**src/ilo_pkg.sv**
```systemverilog
// package: constants, types and register map of the indexed literal offset address generator
package ilo_pkg;
  localparam int unsigned ADDR_W      = 12;
  localparam int unsigned FIELD_W     = 8;
  localparam int unsigned BANK_W      = 4;
  localparam int unsigned ACC_BIT_POS = 8;
  localparam logic [7:0]  IDX_MAX     = 8'h5F;
  localparam logic [7:0]  ACC_SPLIT   = 8'h60;
  localparam logic [3:0]  ACC_HI_BANK = 4'hF;
  localparam logic [3:0]  ACC_LO_BANK = 4'h0;
  localparam logic [11:0] WIN_SPAN    = 12'h05F;
  // register byte offsets
  localparam logic [7:0]  OFS_CTRL    = 8'h00;
  localparam logic [7:0]  OFS_BANK    = 8'h04;
  localparam logic [7:0]  OFS_PTR0    = 8'h08;
  localparam logic [7:0]  OFS_PTR1    = 8'h0C;
  localparam logic [7:0]  OFS_PTR2    = 8'h10;
  localparam logic [7:0]  OFS_OPC     = 8'h14;
  localparam logic [7:0]  OFS_RES     = 8'h18;
  localparam logic [7:0]  OFS_WIN     = 8'h1C;
  localparam logic [3:0]  RST_BANK    = 4'h0;
  localparam logic [11:0] RST_PTR     = 12'h000;
  localparam logic [1:0]  HTRANS_NSEQ = 2'b10;

  // operand kinds presented with an opcode
  typedef enum logic [2:0] {
    ILO_K_DIRECT   = 3'b001,
    ILO_K_INDIRECT = 3'b010,
    ILO_K_OTHER    = 3'b100
  } ilo_kind_t;

  // resolved addressing mode
  typedef enum logic [4:0] {
    ILO_M_NONE    = 5'b00001,
    ILO_M_INDEXED = 5'b00010,
    ILO_M_ACCLO   = 5'b00100,
    ILO_M_ACCHI   = 5'b01000,
    ILO_M_BANKED  = 5'b10000
  } ilo_mode_t;

  typedef struct packed {
    logic        valid;
    ilo_kind_t   kind;
    logic [1:0]  ptr_sel;
    logic [15:0] opcode;
  } ilo_req_t;

  typedef struct packed {
    logic        valid;
    ilo_mode_t   mode;
    logic [11:0] addr;
  } ilo_rsp_t;
endpackage : ilo_pkg

```
**src/ilo_resolve.sv**
```systemverilog
// operand address resolver: pure decode from opcode, bank and pointers
`timescale 1ns/10ps
module ilo_resolve (
  // control
  input  wire logic              ext_instr_enable,
  input  wire logic [3:0]        bank_select_register,
  // pointer pairs
  input  wire logic [11:0]       pointer_pair_zero,
  input  wire logic [11:0]       pointer_pair_one,
  input  wire logic [11:0]       frame_pointer_pair,
  // request and result
  input  wire ilo_pkg::ilo_req_t req,
  output ilo_pkg::ilo_rsp_t      rsp
);
  import ilo_pkg::*;
  logic             acc;
  logic [7:0]       fld;
  logic [11:0]      ptr;

  assign acc = req.opcode[ACC_BIT_POS];
  assign fld = req.opcode[FIELD_W-1:0];

  always_comb begin
    unique case (req.ptr_sel)
      2'd0:    ptr = pointer_pair_zero;
      2'd1:    ptr = pointer_pair_one;
      default: ptr = frame_pointer_pair;
    endcase
  end

  always_comb begin
    rsp.valid = req.valid;
    rsp.mode  = ILO_M_NONE;
    rsp.addr  = RST_PTR;
    unique case (req.kind)
      ILO_K_INDIRECT: begin
        // pointer used unchanged, any pair, whatever the extended setting
        rsp.addr = ptr;
      end
      ILO_K_DIRECT: begin
        if (acc) begin
          rsp.mode = ILO_M_BANKED;
          rsp.addr = {bank_select_register, fld};
        end else if (ext_instr_enable && fld <= IDX_MAX) begin
          rsp.mode = ILO_M_INDEXED;
          rsp.addr = ADDR_W'(frame_pointer_pair + {4'h0, fld});
        end else if (fld >= ACC_SPLIT) begin
          rsp.mode = ILO_M_ACCHI;
          rsp.addr = {ACC_HI_BANK, fld};
        end else begin
          rsp.mode = ILO_M_ACCLO;
          rsp.addr = {ACC_LO_BANK, fld};
        end
      end
      default: begin
        // inherent and literal forms carry no data address
        rsp.mode = ILO_M_NONE;
      end
    endcase
  end
endmodule : ilo_resolve

```
**src/ilo_top.sv**
```systemverilog
// indexed literal offset address generator with AHB-Lite register access
//
// Register access over AHB-Lite and the address map are this design's own decisions.
`timescale 1ns/10ps
module ilo_top (
  // clock and reset
  input  wire logic               hclk,
  input  wire logic               hresetn,
  // ahb-lite slave
  input  wire logic               hsel,
  input  wire logic [31:0]        haddr,
  input  wire logic [1:0]         htrans,
  input  wire logic               hwrite,
  input  wire logic [2:0]         hsize,
  input  wire logic [31:0]        hwdata,
  input  wire logic               hready,
  output logic [31:0]             hrdata,
  output logic                    hreadyout,
  output logic                    hresp,
  // pipeline request and resolved address
  input  wire ilo_pkg::ilo_req_t  pipe_req,
  output ilo_pkg::ilo_rsp_t       pipe_rsp,
  output logic                    in_window
);
  import ilo_pkg::*;

  logic             ext_en_r;
  logic [3:0]       bank_r;
  logic [11:0]      ptr0_r;
  logic [11:0]      ptr1_r;
  logic [11:0]      ptr2_r;
  logic [15:0]      sw_opc_r;
  logic             wr_pend_r;
  logic [7:0]       wr_ofs_r;
  logic [31:0]      hrdata_nxt;
  logic             rd_cycle;
  ilo_req_t         sw_req;
  ilo_rsp_t         sw_rsp;
  ilo_rsp_t         p_rsp;
  ilo_rsp_t         sw_res_r;
  logic             win_nxt;

  // address phase capture
  always_ff @(posedge hclk or negedge hresetn) begin
    if (!hresetn) begin
      wr_pend_r <= 1'b0;
      wr_ofs_r  <= 8'h00;
    end else if (hready) begin
      wr_pend_r <= hsel && htrans == HTRANS_NSEQ && hwrite;
      wr_ofs_r  <= haddr[7:0];
    end
  end

  // register writes in data phase; pointers keep only 12 bits
  always_ff @(posedge hclk or negedge hresetn) begin
    if (!hresetn) begin
      ext_en_r <= 1'b0;
      bank_r   <= RST_BANK;
      ptr0_r   <= RST_PTR;
      ptr1_r   <= RST_PTR;
      ptr2_r   <= RST_PTR;
      sw_opc_r <= 16'h0000;
    end else if (wr_pend_r) begin
      unique case (wr_ofs_r)
        OFS_CTRL: ext_en_r <= hwdata[0];
        OFS_BANK: bank_r   <= hwdata[BANK_W-1:0];
        OFS_PTR0: ptr0_r   <= hwdata[ADDR_W-1:0];
        OFS_PTR1: ptr1_r   <= hwdata[ADDR_W-1:0];
        OFS_PTR2: ptr2_r   <= hwdata[ADDR_W-1:0];
        OFS_OPC:  sw_opc_r <= hwdata[15:0];
        default:  ;
      endcase
    end
  end

  assign sw_req = '{valid: 1'b1, kind: ILO_K_DIRECT, ptr_sel: 2'd2, opcode: sw_opc_r};

  ilo_resolve u_pipe (
    .ext_instr_enable     (ext_en_r),
    .bank_select_register (bank_r),
    .pointer_pair_zero    (ptr0_r),
    .pointer_pair_one     (ptr1_r),
    .frame_pointer_pair   (ptr2_r),
    .req                  (pipe_req),
    .rsp                  (p_rsp)
  );

  ilo_resolve u_sw (
    .ext_instr_enable     (ext_en_r),
    .bank_select_register (bank_r),
    .pointer_pair_zero    (ptr0_r),
    .pointer_pair_one     (ptr1_r),
    .frame_pointer_pair   (ptr2_r),
    .req                  (sw_req),
    .rsp                  (sw_rsp)
  );

  // window hit: indexed address lies in frame pointer .. +95
  always_comb begin
    win_nxt = p_rsp.valid && p_rsp.mode == ILO_M_INDEXED
              && ADDR_W'(p_rsp.addr - ptr2_r) <= WIN_SPAN;
  end

  // resolved address registered one cycle after the request
  always_ff @(posedge hclk or negedge hresetn) begin
    if (!hresetn) begin
      pipe_rsp  <= '{valid: 1'b0, mode: ILO_M_NONE, addr: 12'h000};
      in_window <= 1'b0;
      sw_res_r  <= '{valid: 1'b0, mode: ILO_M_NONE, addr: 12'h000};
    end else begin
      pipe_rsp  <= p_rsp;
      in_window <= win_nxt;
      sw_res_r  <= sw_rsp;
    end
  end

  // read data prepared in address phase, presented in data phase
  assign rd_cycle = hready && hsel && htrans == HTRANS_NSEQ && !hwrite;

  always_comb begin
    hrdata_nxt = 32'h0000_0000;
    unique case (haddr[7:0])
      OFS_CTRL: hrdata_nxt = {31'h0, ext_en_r};
      OFS_BANK: hrdata_nxt = {28'h0, bank_r};
      OFS_PTR0: hrdata_nxt = {20'h0, ptr0_r};
      OFS_PTR1: hrdata_nxt = {20'h0, ptr1_r};
      OFS_PTR2: hrdata_nxt = {20'h0, ptr2_r};
      OFS_OPC:  hrdata_nxt = {16'h0, sw_opc_r};
      OFS_RES:  hrdata_nxt = {11'h0, sw_res_r.mode, 4'h0, sw_res_r.addr};
      OFS_WIN:  hrdata_nxt = {20'h0, ADDR_W'(ptr2_r + WIN_SPAN)};
      default:  hrdata_nxt = 32'h0000_0000;
    endcase
  end

  always_ff @(posedge hclk or negedge hresetn) begin
    if (!hresetn) begin
      hrdata    <= 32'h0000_0000;
      hreadyout <= 1'b1;
      hresp     <= 1'b0;
    end else begin
      hreadyout <= 1'b1;
      hresp     <= 1'b0;
      if (rd_cycle) begin
        hrdata <= hrdata_nxt;
      end
    end
  end
endmodule : ilo_top

```
**config.mk**
```make
export PLATFORM = sky130hd
export DESIGN_NAME = ilo_top
export DESIGN_NICKNAME = d
export VERILOG_FILES = /design/src/ilo_pkg.sv /design/src/ilo_resolve.sv /design/src/ilo_top.sv
export SDC_FILE = /design/constraint.sdc
export NUM_CORES = 1
export LEC_CHECK = 0
export BUFFER_PORTS_ARGS = -buffer_cell sky130_fd_sc_hd__buf_2
export CAP_MARGIN = 20
export CORE_MARGIN = 10
export CORE_UTILIZATION = 45
export DETAILED_ROUTE_END_ITERATION = 10
export PLACE_DENSITY = 0.79
export SLEW_MARGIN = 10
export SYNTH_ARGS = -nofsm -noshare
export SYNTH_HDL_FRONTEND = slang
export SYNTH_SLANG_ARGS = --single-unit
```
**constraint.sdc**
```tcl
create_clock -name hclk -period 3.65 [get_ports hclk]
set_clock_uncertainty 0.2 [all_clocks]
set_input_delay 0 -clock hclk [delete_from_list [all_inputs] [get_ports hclk]]
set_output_delay 0 -clock hclk [all_outputs]
set_load 0.005 [all_outputs]
```
==> summary.txt, run 1 <==
Timing
  • Final Cycle Share: 0.995
  • Min Tclk post-route: about 3600 ps
  • Final setup vio count: 0
  • Unrepaired setup endpoints after global routing: yes
  • Fin worst setup slack: between 15 and 20 ps
  • Max Slew Vio Count: 0
  • Final hold slack: -23.3 ps
  • Final hold violation count: 54
  • Slew @ Worst Pin: ~850 ps
  • Max Fclk: around 280 MHz
  • Total negative slack: 0 ps
  • Relative slew slack: 0.428

Detailed routing
  • Drt pass-1 iters: 5
  • DR vias: approximately 6300
  • Routed WL: 21700 um
  • Initial DRC Count: 633
  • WL per Instance: approximately 20 um
  • DRC violations left: 0
  • Antenna Violating Nets Remaining: 0
  • Via density: ~5.8

Worst setup path
  • Critical path class: flip-flop to flip-flop
  • CP Capture Type: flip-flop
  • R2R depth: 19
  • Worst path required time: 3820 ps
  • Crit path DAT: roughly 3800 ps
  • Critical path fanouts, max: 2
  • CP startpoint kind: flip-flop

CTS
  • CTS max path bufs: 2
  • CTS tree: done
  • Clk slew on worst S/H paths: 50 ps
  • Worst skew pair latency: around 430 ps
  • Clk sink count: between 100 and 150
  • CTS Buf Count: 17
  • Clk root buf: clkbuf_16
  • H-tree depth: 4

Placed design
  • Post-DP HPWL: between 10000 and 15000 um
  • GPL Wtd Cong: 0.944
  • Pre-CTS setup slack: -145 ps
  • Port Buf Inserts: 85

Synthesis
  • Adder-Cell Fraction of Synth Area: 0.0571
  • Synthesized area: around 7200 sq um
  • Main synth FF type: dfrtp_1
  • Synth unique cells: 70
  • Post-synthesis xor/xnor area fraction: 0.0280
  • Synth Area in Compound Gates: 0.161
  • Yosys reg bits: between 100 and 150
  • Syn_area_per_cell: between 10 and 15 sq um
  • Asr flop ratio synth: 1.00
  • Synth Warn #: 0
  • Multiplexer area fraction after synthesis: 0.142
  • EDFF count, synth: 0
  • Cells after Synth: approximately 700
  • Post-Synth Simple-Gate Area: 0.129
  • Register area share after synthesis: 0.428
  • Combinational family with the most area after synthesis: compound AO/OA/AOI/OAI gates

Run status
  • Outcome: complete, but fails checks
  • Failing checks: hold timing

Floorplanning
  • Die width: 146 um
  • Starting density of the core: 0.456
  • FP Rows: 46
  • Die area: 21400 sq um
  • Core area: 15800 sq um
  • IO Count: ~150
  • Die height: approximately 150 um

Global routing
  • Remaining Overflow, GRT: 0
  • Initial antenna violation count: 1
  • GRT Total Usage: 0.203
  • Vias in the first global route: about 6400
  • First-pass GRT wire length: ~34000 um
  • Pin count of the biggest net entering global routing: between 50 and 60

Cells and area
  • Syn-to-layout area delta: 27.3%
  • Fillcell total: approximately 1300
  • Fraction of layout cells with a size suffix above 1: 0.281
  • Net count, final: ~990

Pwr
  • Clock power frac: 0.435
  • Pwr per Cell Area: between 400 and 500 nW/um^2
  • Sequential fraction of design power: 0.398
  • P_int: between 0.002 and 0.003 W
  • Leakage: around 4.3 nW
  • Comb pwr share: 0.167
  • Switching share of total power: 0.270
  • Maximum VDD drop: 0.374 mV
  • Psw: slightly above 0.001 W

Min path
  • Min-Delay Path Class: input port to asynchronous set/reset pin

Flow run
  • Max cap viols: 0
==> stage by stage <==
step                cell area [sq um]  utilization  instances  power (W)
global route                     9160        0.581       1095    0.00395
floorplan                        7250            -        717    0.00186
detailed placement               7970        0.505       1008    0.00208
finish                           9160        0.581       1095    0.00380
CTS                              9110        0.578       1092    0.00378
global placement                 7970        0.505       1008    0.00206
==> flip-flops by register name, summed over array words and instances, names as in the netlist <==
signal	flops
ptr2_r	12
hrdata	21
ptr1_r	12
wr_pend_r	1
pipe_rsp	18
bank_r	4
in_window	1
sw_res_r	17
sw_opc_r	16
ext_en_r	1
wr_ofs_r	8
ptr0_r	12
==> area by class of cell <==
class	count	area (sq um)	area share
antenna	1	2.50	0.000273
clock buffer	21	460	0.0503
clock inverter	10	119	0.0130
inverter	35	136	0.0149
multi-input combinational	515	3860	0.421
sequential	123	3080	0.337
tap	216	270	0.0295
timing repair buffer	174	1230	0.134
==> cell usage after synthesis, types with 5 or more instances <==
| cell | count | area [sq um] |
|---|---|---|
| nor2_1 | 45 | 169 |
| mux2_2 | 40 | 450 |
| clkbuf_1 | 19 | 71.3 |
| nand2_1 | 49 | 184 |
| xor2_1 | 5 | 43.8 |
| nand3_1 | 21 | 105 |
| xnor2_1 | 18 | 158 |
| o21ai_0 | 52 | 260 |
| buf_1 | 5 | 18.8 |
| a22oi_1 | 10 | 75.1 |
| a21oi_1 | 43 | 215 |
| mux2_4 | 20 | 300 |
| dfrtp_1 | 121 | 3030 |
| a211oi_1 | 7 | 52.6 |
| o22ai_1 | 8 | 50.1 |
| buf_4 | 13 | 97.6 |
| a31oi_1 | 9 | 56.3 |
| a21boi_0 | 6 | 45.0 |
| a221oi_1 | 11 | 96.3 |
| mux2_1 | 10 | 113 |
| nand2b_1 | 5 | 31.3 |
| a21o_1 | 7 | 52.6 |
| nor2b_1 | 13 | 81.3 |
| mux2i_1 | 16 | 160 |
| nor3_1 | 15 | 75.1 |
| inv_1 | 33 | 124 |
| a22o_1 | 5 | 43.8 |
| ha_1 | 28 | 350 |
==> cells by family after synthesis <==
family,after synthesis
other cells,2
xor+xnor,23
fa+ha+maj,31
buf+inv,79
flops,123
mux,86
compound gates,182
simple gates,179
==> timing repair <==
item | 4_1_cts | 5_1_grt
pin swaps | 1 | 3
setup buffers | 1 | 2
hold buffers | 52 | 0
hold endpoints to repair | 150 | 0
cloned | 0 | 0
resized for setup | 10 | 14
endpoints found under the setup margin | 1 | 1
==> layer usage <==
layer | global-route usage | up-vias | wire [um]
met1 | 0.233 | 3091 | 8310
met3 | 0.0572 | 81 | 1610
li1 | - | 2847 | -
met5 | 0 | - | 0
met4 | 0.124 | 0 | 1110
met2 | 0.329 | 302 | 10700
==> final timing paths <==
check	from	end	slack [ps]
min in group hclk	pipe_req[17]	pipe_rsp[3]$_DFF_PN0_	20
worst min register to register	hrdata[12]$_DFFE_PN0P_	hrdata[12]$_DFFE_PN0P_	260
worst max-delay path	ptr2_r[0]$_DFFE_PN0P_	in_window$_DFF_PN0_	20
worst max register to register	ptr2_r[0]$_DFFE_PN0P_	in_window$_DFF_PN0_	20
worst min-delay path	hresetn	pipe_rsp[1]$_DFF_PN0_	-20
max in group asynchronous	hresetn	sw_res_r[12]$_DFF_PN1_	2320
==> placed cells by master, fill, tap and decap left out, drive strengths merged, types with 6 or more instances in the layout <==
cell | netlist | final
mux2 | 70 | 70
clkbuf | 19 | 21
nor2 | 47 | 47
a21boi | 6 | 6
a21oi | 43 | 43
inv | 34 | 34
o22ai | 8 | 8
nor2b | 13 | 13
a22oi | 10 | 10
dlygate4sd3 | 0 | 52
o21ai | 52 | 52
nand3 | 23 | 23
conb | 2 | 14
nor3 | 16 | 16
a211oi | 7 | 7
a31oi | 9 | 9
dfrtp | 121 | 121
xnor2 | 18 | 18
buf | 25 | 122
a21o | 7 | 7
ha | 28 | 28
a221oi | 11 | 11
mux2i | 16 | 16
nand2 | 49 | 49
clkinv | 1 | 6
==> critical path: stages, from the launching register on <==
cell	delay, ps
dfrtp_2	380
ha_4	140
inv_1	50
fa_2	370
nor2b_4	140
o21ai_2	90
a21boi_2	150
o21ai_1	100
a2111o_1	360
o21ai_1	80
a311o_1	150
ha_1	250
buf_4	150
o21ai_1	200
a21oi_2	90
nor3_1	140
nor2_1	90
o41ai_2	60
xor2_1	200
o2111a_1	190
==> power groups by stage <==
| stage | clock network [W] | logic (W) | registers [W] |
|---|---|---|---|
| floorplan | 0 | 0.000347 | 0.00151 |
| global placement | 0 | 0.000532 | 0.00153 |
| detailed placement | 0 | 0.000546 | 0.00153 |
| CTS | 0.00167 | 0.000608 | 0.00151 |
| global route | 0.00173 | 0.000696 | 0.00152 |
| finish | 0.00166 | 0.000635 | 0.00151 |
Power figures use the tool's default switching activity.
==> inputs of run 2 (changes only) <==
--- a/config.mk
+++ b/config.mk
@@ -7,8 +7,9 @@
 export LEC_CHECK = 0
 export BUFFER_PORTS_ARGS = -buffer_cell sky130_fd_sc_hd__buf_2
 export CAP_MARGIN = 20
-export CORE_MARGIN = 10
+export CORE_MARGIN = 1.5
 export CORE_UTILIZATION = 45
+export CTS_BUF_LIST = sky130_fd_sc_hd__clkbuf_4 sky130_fd_sc_hd__clkbuf_8 sky130_fd_sc_hd__clkbuf_16
 export DETAILED_ROUTE_END_ITERATION = 10
 export PLACE_DENSITY = 0.79
 export SLEW_MARGIN = 10
==> constraint.sdc (replaced) <==
create_clock -name hclk -period 3.1 [get_ports hclk]
set_clock_uncertainty 0.2 [all_clocks]
set_input_delay 0 -clock hclk [delete_from_list [all_inputs] [get_ports hclk]]
set_output_delay 0 -clock hclk [all_outputs]
set_load 0.005 [all_outputs]
==> summary.txt, run 2 (same netlist as run 1, synthesis figures left out) <==
Worst setup path
  • Crit path DAT: 3680 ps (-120 ps)
  • Cell mode on critical path: o21ai_2
  • Critical R2R Launch: ptr2_r[0]$_DFFE_PN0P_
  • CP Capture Type: flip-flop
  • CP Cell Sequence: ha_4, inv_2, fa_2, nor2b_4, o21ai_2, a21boi_2, o21ai_2, a2111o_1, o21ai_1, a311o_1, ha_1, buf_4, o21ai_2, a21oi_1, nor3_1, nor2_1, o41ai_2, xor2_1, o2111a_1
  • R2R depth: 19 (unchanged)
  • Worst path required time: 3260 ps (-560 ps)
  • Critical path class: flip-flop to flip-flop
  • FF-to-FF setup slack: -420 ps (-430 ps)
  • Slowest cell on the critical path: dfrtp_2
  • Slowest cell delay on critical path: 380 ps (about the same)
  • Crit path to: in_window$_DFF_PN0_
  • Reg2reg end: in_window$_DFF_PN0_
  • CP startpoint kind: flip-flop
  • Critical path fanouts, max: 2 (unchanged)
  • Worst Setup SP: ptr2_r[0]$_DFFE_PN0P_

Floorplanning
  • Die area: 16700 sq um (-22%)
  • FP Rows: 46 (unchanged)
  • Core area: 15800 sq um (unchanged)
  • Die height: 129 um (-12%)
  • Die width: 129 um (-12%)
  • Starting density of the core: 0.456 (unchanged)
  • IO Count: 149 (unchanged)

Timing
  • Slew @ Worst Pin: 729 ps (-125 ps)
  • Max Fclk: 284 MHz (+3.3%)
  • Final Cycle Share: 1.13 (+0.139)
  • Final hold violation count: 0 (-100%)
  • Min Tclk post-route: 3520 ps (-116 ps)
  • Relative slew slack: 0.512 (+0.0836)
  • Final setup vio count: 1 (+1)
  • Unrepaired setup endpoints after global routing: yes
  • Max Slew Vio Count: 0 (unchanged)
  • Total negative slack: -417 ps (-417 ps)
  • Fin worst setup slack: -417 ps (-434 ps)

Cells and area
  • Reg with most FFs: hrdata
  • Commonest cells after routing, fill and taps aside: dfrtp_1 (120), buf_4 (94), buf_2 (84)
  • Finished Core Util: 0.613 (+0.0329)
  • Biggest regs: hrdata x21, pipe_rsp x18, sw_res_r x17
  • Max FFs per register: 21 (unchanged)
  • Syn-to-layout area delta: 34.6%
  • Fillcell total: 1241 (-4.9%)
  • Commonest non-fill, non-tap cell in the layout: dfrtp_1
  • Fraction of layout cells with a size suffix above 1: 0.334 (+0.0524)
  • Net count, final: 1052 (+5.9%)

Pwr
  • Maximum VDD drop: 0.428 mV (+14%)
  • Leakage: 4.66 nW (+7.2%)
  • Pwr per Cell Area: 481 nW/um^2 (+16%)

Global routing
  • Pin count of the biggest net entering global routing: 39 (-33%)
  • GRT Total Usage: 0.273 (+0.0705)
  • M1 GR Usage: 0.331 (+0.0975)
  • Initial antenna violation count: 0 (-1)
  • First-pass GRT wire length: 34600 um (+0.34%)
  • M2 GR Usage: 0.443 (+0.115)
  • Vias in the first global route: 6544 (+2.7%)
  • GRT Max-Usage Layer: met2
  • Remaining Overflow, GRT: 0 (unchanged)
  • Met3 Use GR: 0.0661 (+0.00889)

Run status
  • Failing checks: setup timing
  • Outcome: complete, but fails checks

Detailed routing
  • Drt pass-1 iters: 6 (+1)
  • Via density: 5.74 (-0.65%)
  • DRC violations left: 0 (unchanged)
  • Initial DRC Count: 695 (+9.8%)
  • DR vias: 6624 (+4.8%)
  • Antenna Violating Nets Remaining: 0 (unchanged)
  • Routed WL: 22200 um (+2.4%)
  • WL per Instance: 19.3 um (-3.0%)

CTS
  • CTS tree: done
  • H-tree depth: 4 (unchanged)
  • Worst skew pair latency: 430 ps (about the same)
  • CTS max path bufs: 2 (unchanged)
  • Clk slew on worst S/H paths: 60 ps (about the same)
  • Clk sink count: 123 (unchanged)
  • CTS Buf Count: 17 (unchanged)
  • Clk root buf: clkbuf_16

Placed design
  • Pre-CTS setup slack: -648 ps (-503 ps)
  • Port Buf Inserts: 85 (unchanged)
  • Post-DP HPWL: 15000 um (+1.2%)
  • GPL Wtd Cong: 0.960 (+1.7%)

Min path
  • Min-Delay Path Class: input port to flip-flop

Flow run
  • Max cap viols: 0 (unchanged)
[run 2: cell count changes in the layout (fill, tap and decap cells not counted), sizes merged]
cell / delta
inv: +6
clkinvlp: -2
dlygate4sd3: +1
clkinv: -1
buf: +58
clkbuf: -2
[run 2: worst min path at each step]
stage | end | cells past startpoint | start
6_report | pipe_rsp[0]$_DFF_PN0_ | 5 | pipe_req[17]
5_1_grt | pipe_rsp[2]$_DFF_PN0_ | 5 | pipe_req[2]
4_1_cts | pipe_rsp[2]$_DFF_PN0_ | 4 | pipe_req[17]
3_5_place_dp | ptr2_r[0]$_DFFE_PN0P_ | 1 | hresetn
3_3_place_gp | ptr2_r[0]$_DFFE_PN0P_ | 1 | hresetn
2_1_floorplan | bank_r[0]$_DFFE_PN0P_ | 0 | hresetn
[run 2: layout make-up]
class / count / area (sq um) / area share
flip-flops and latches: 123 / 3080 / 0.319
diodes: 1 / 2.50 / 0.000259
clock buffers: 19 / 453 / 0.0468
inverters: 35 / 136 / 0.0141
clock inverters: 13 / 154 / 0.0159
repair buffers: 233 / 1700 / 0.175
multi-input cells: 515 / 3880 / 0.401
well taps: 216 / 270 / 0.0279
[run 2: report_power, final]
group	internal, W	switching (W)
Sequential	0.00170	0.0000821
Combinational	0.000411	0.000421
Clock	0.00125	0.000798
[run 2: metrics by stage]
step	std cells	total power [W]	hold WS (ps)	area, sq um
2_1_floorplan	717	0.00219	-496	7250
3_3_place_gp	1062	0.00249	-172	8390
3_5_place_dp	1062	0.00251	-162	8390
4_1_cts	1153	0.00462	24.3	9620
5_1_grt	1154	0.00482	47.5	9670
6_report	1155	0.00466	40.4	9670
[run 2: worst max-delay path, delay by kind of cell (launching register included)]
family	cells	cell delay, ps
AOI/OAI and AO/OA	10	1390
adders and majority gates	3	740
and+or+nand+nor	3	390
DFF	1	380
buffers and inverters	2	190
xor gates and xnor gates	1	180
[run 2: metal layers]
metal | part of all wire | wire length, um
met1 | 0.39 | 8770
met2 | 0.48 | 10600
met3 | 0.074 | 1640
met4 | 0.054 | 1200
met5 | 0 | 0
[run 2: timing repair]
item / in CTS / in global routing
hold endpoints to repair: 217 / 0
endpoints found under the setup margin: 1 / 1
pin swaps: 18 / 12
setup buffers: 5 / 1
gates resized for setup: 18 / 15
hold buffers: 54 / 0
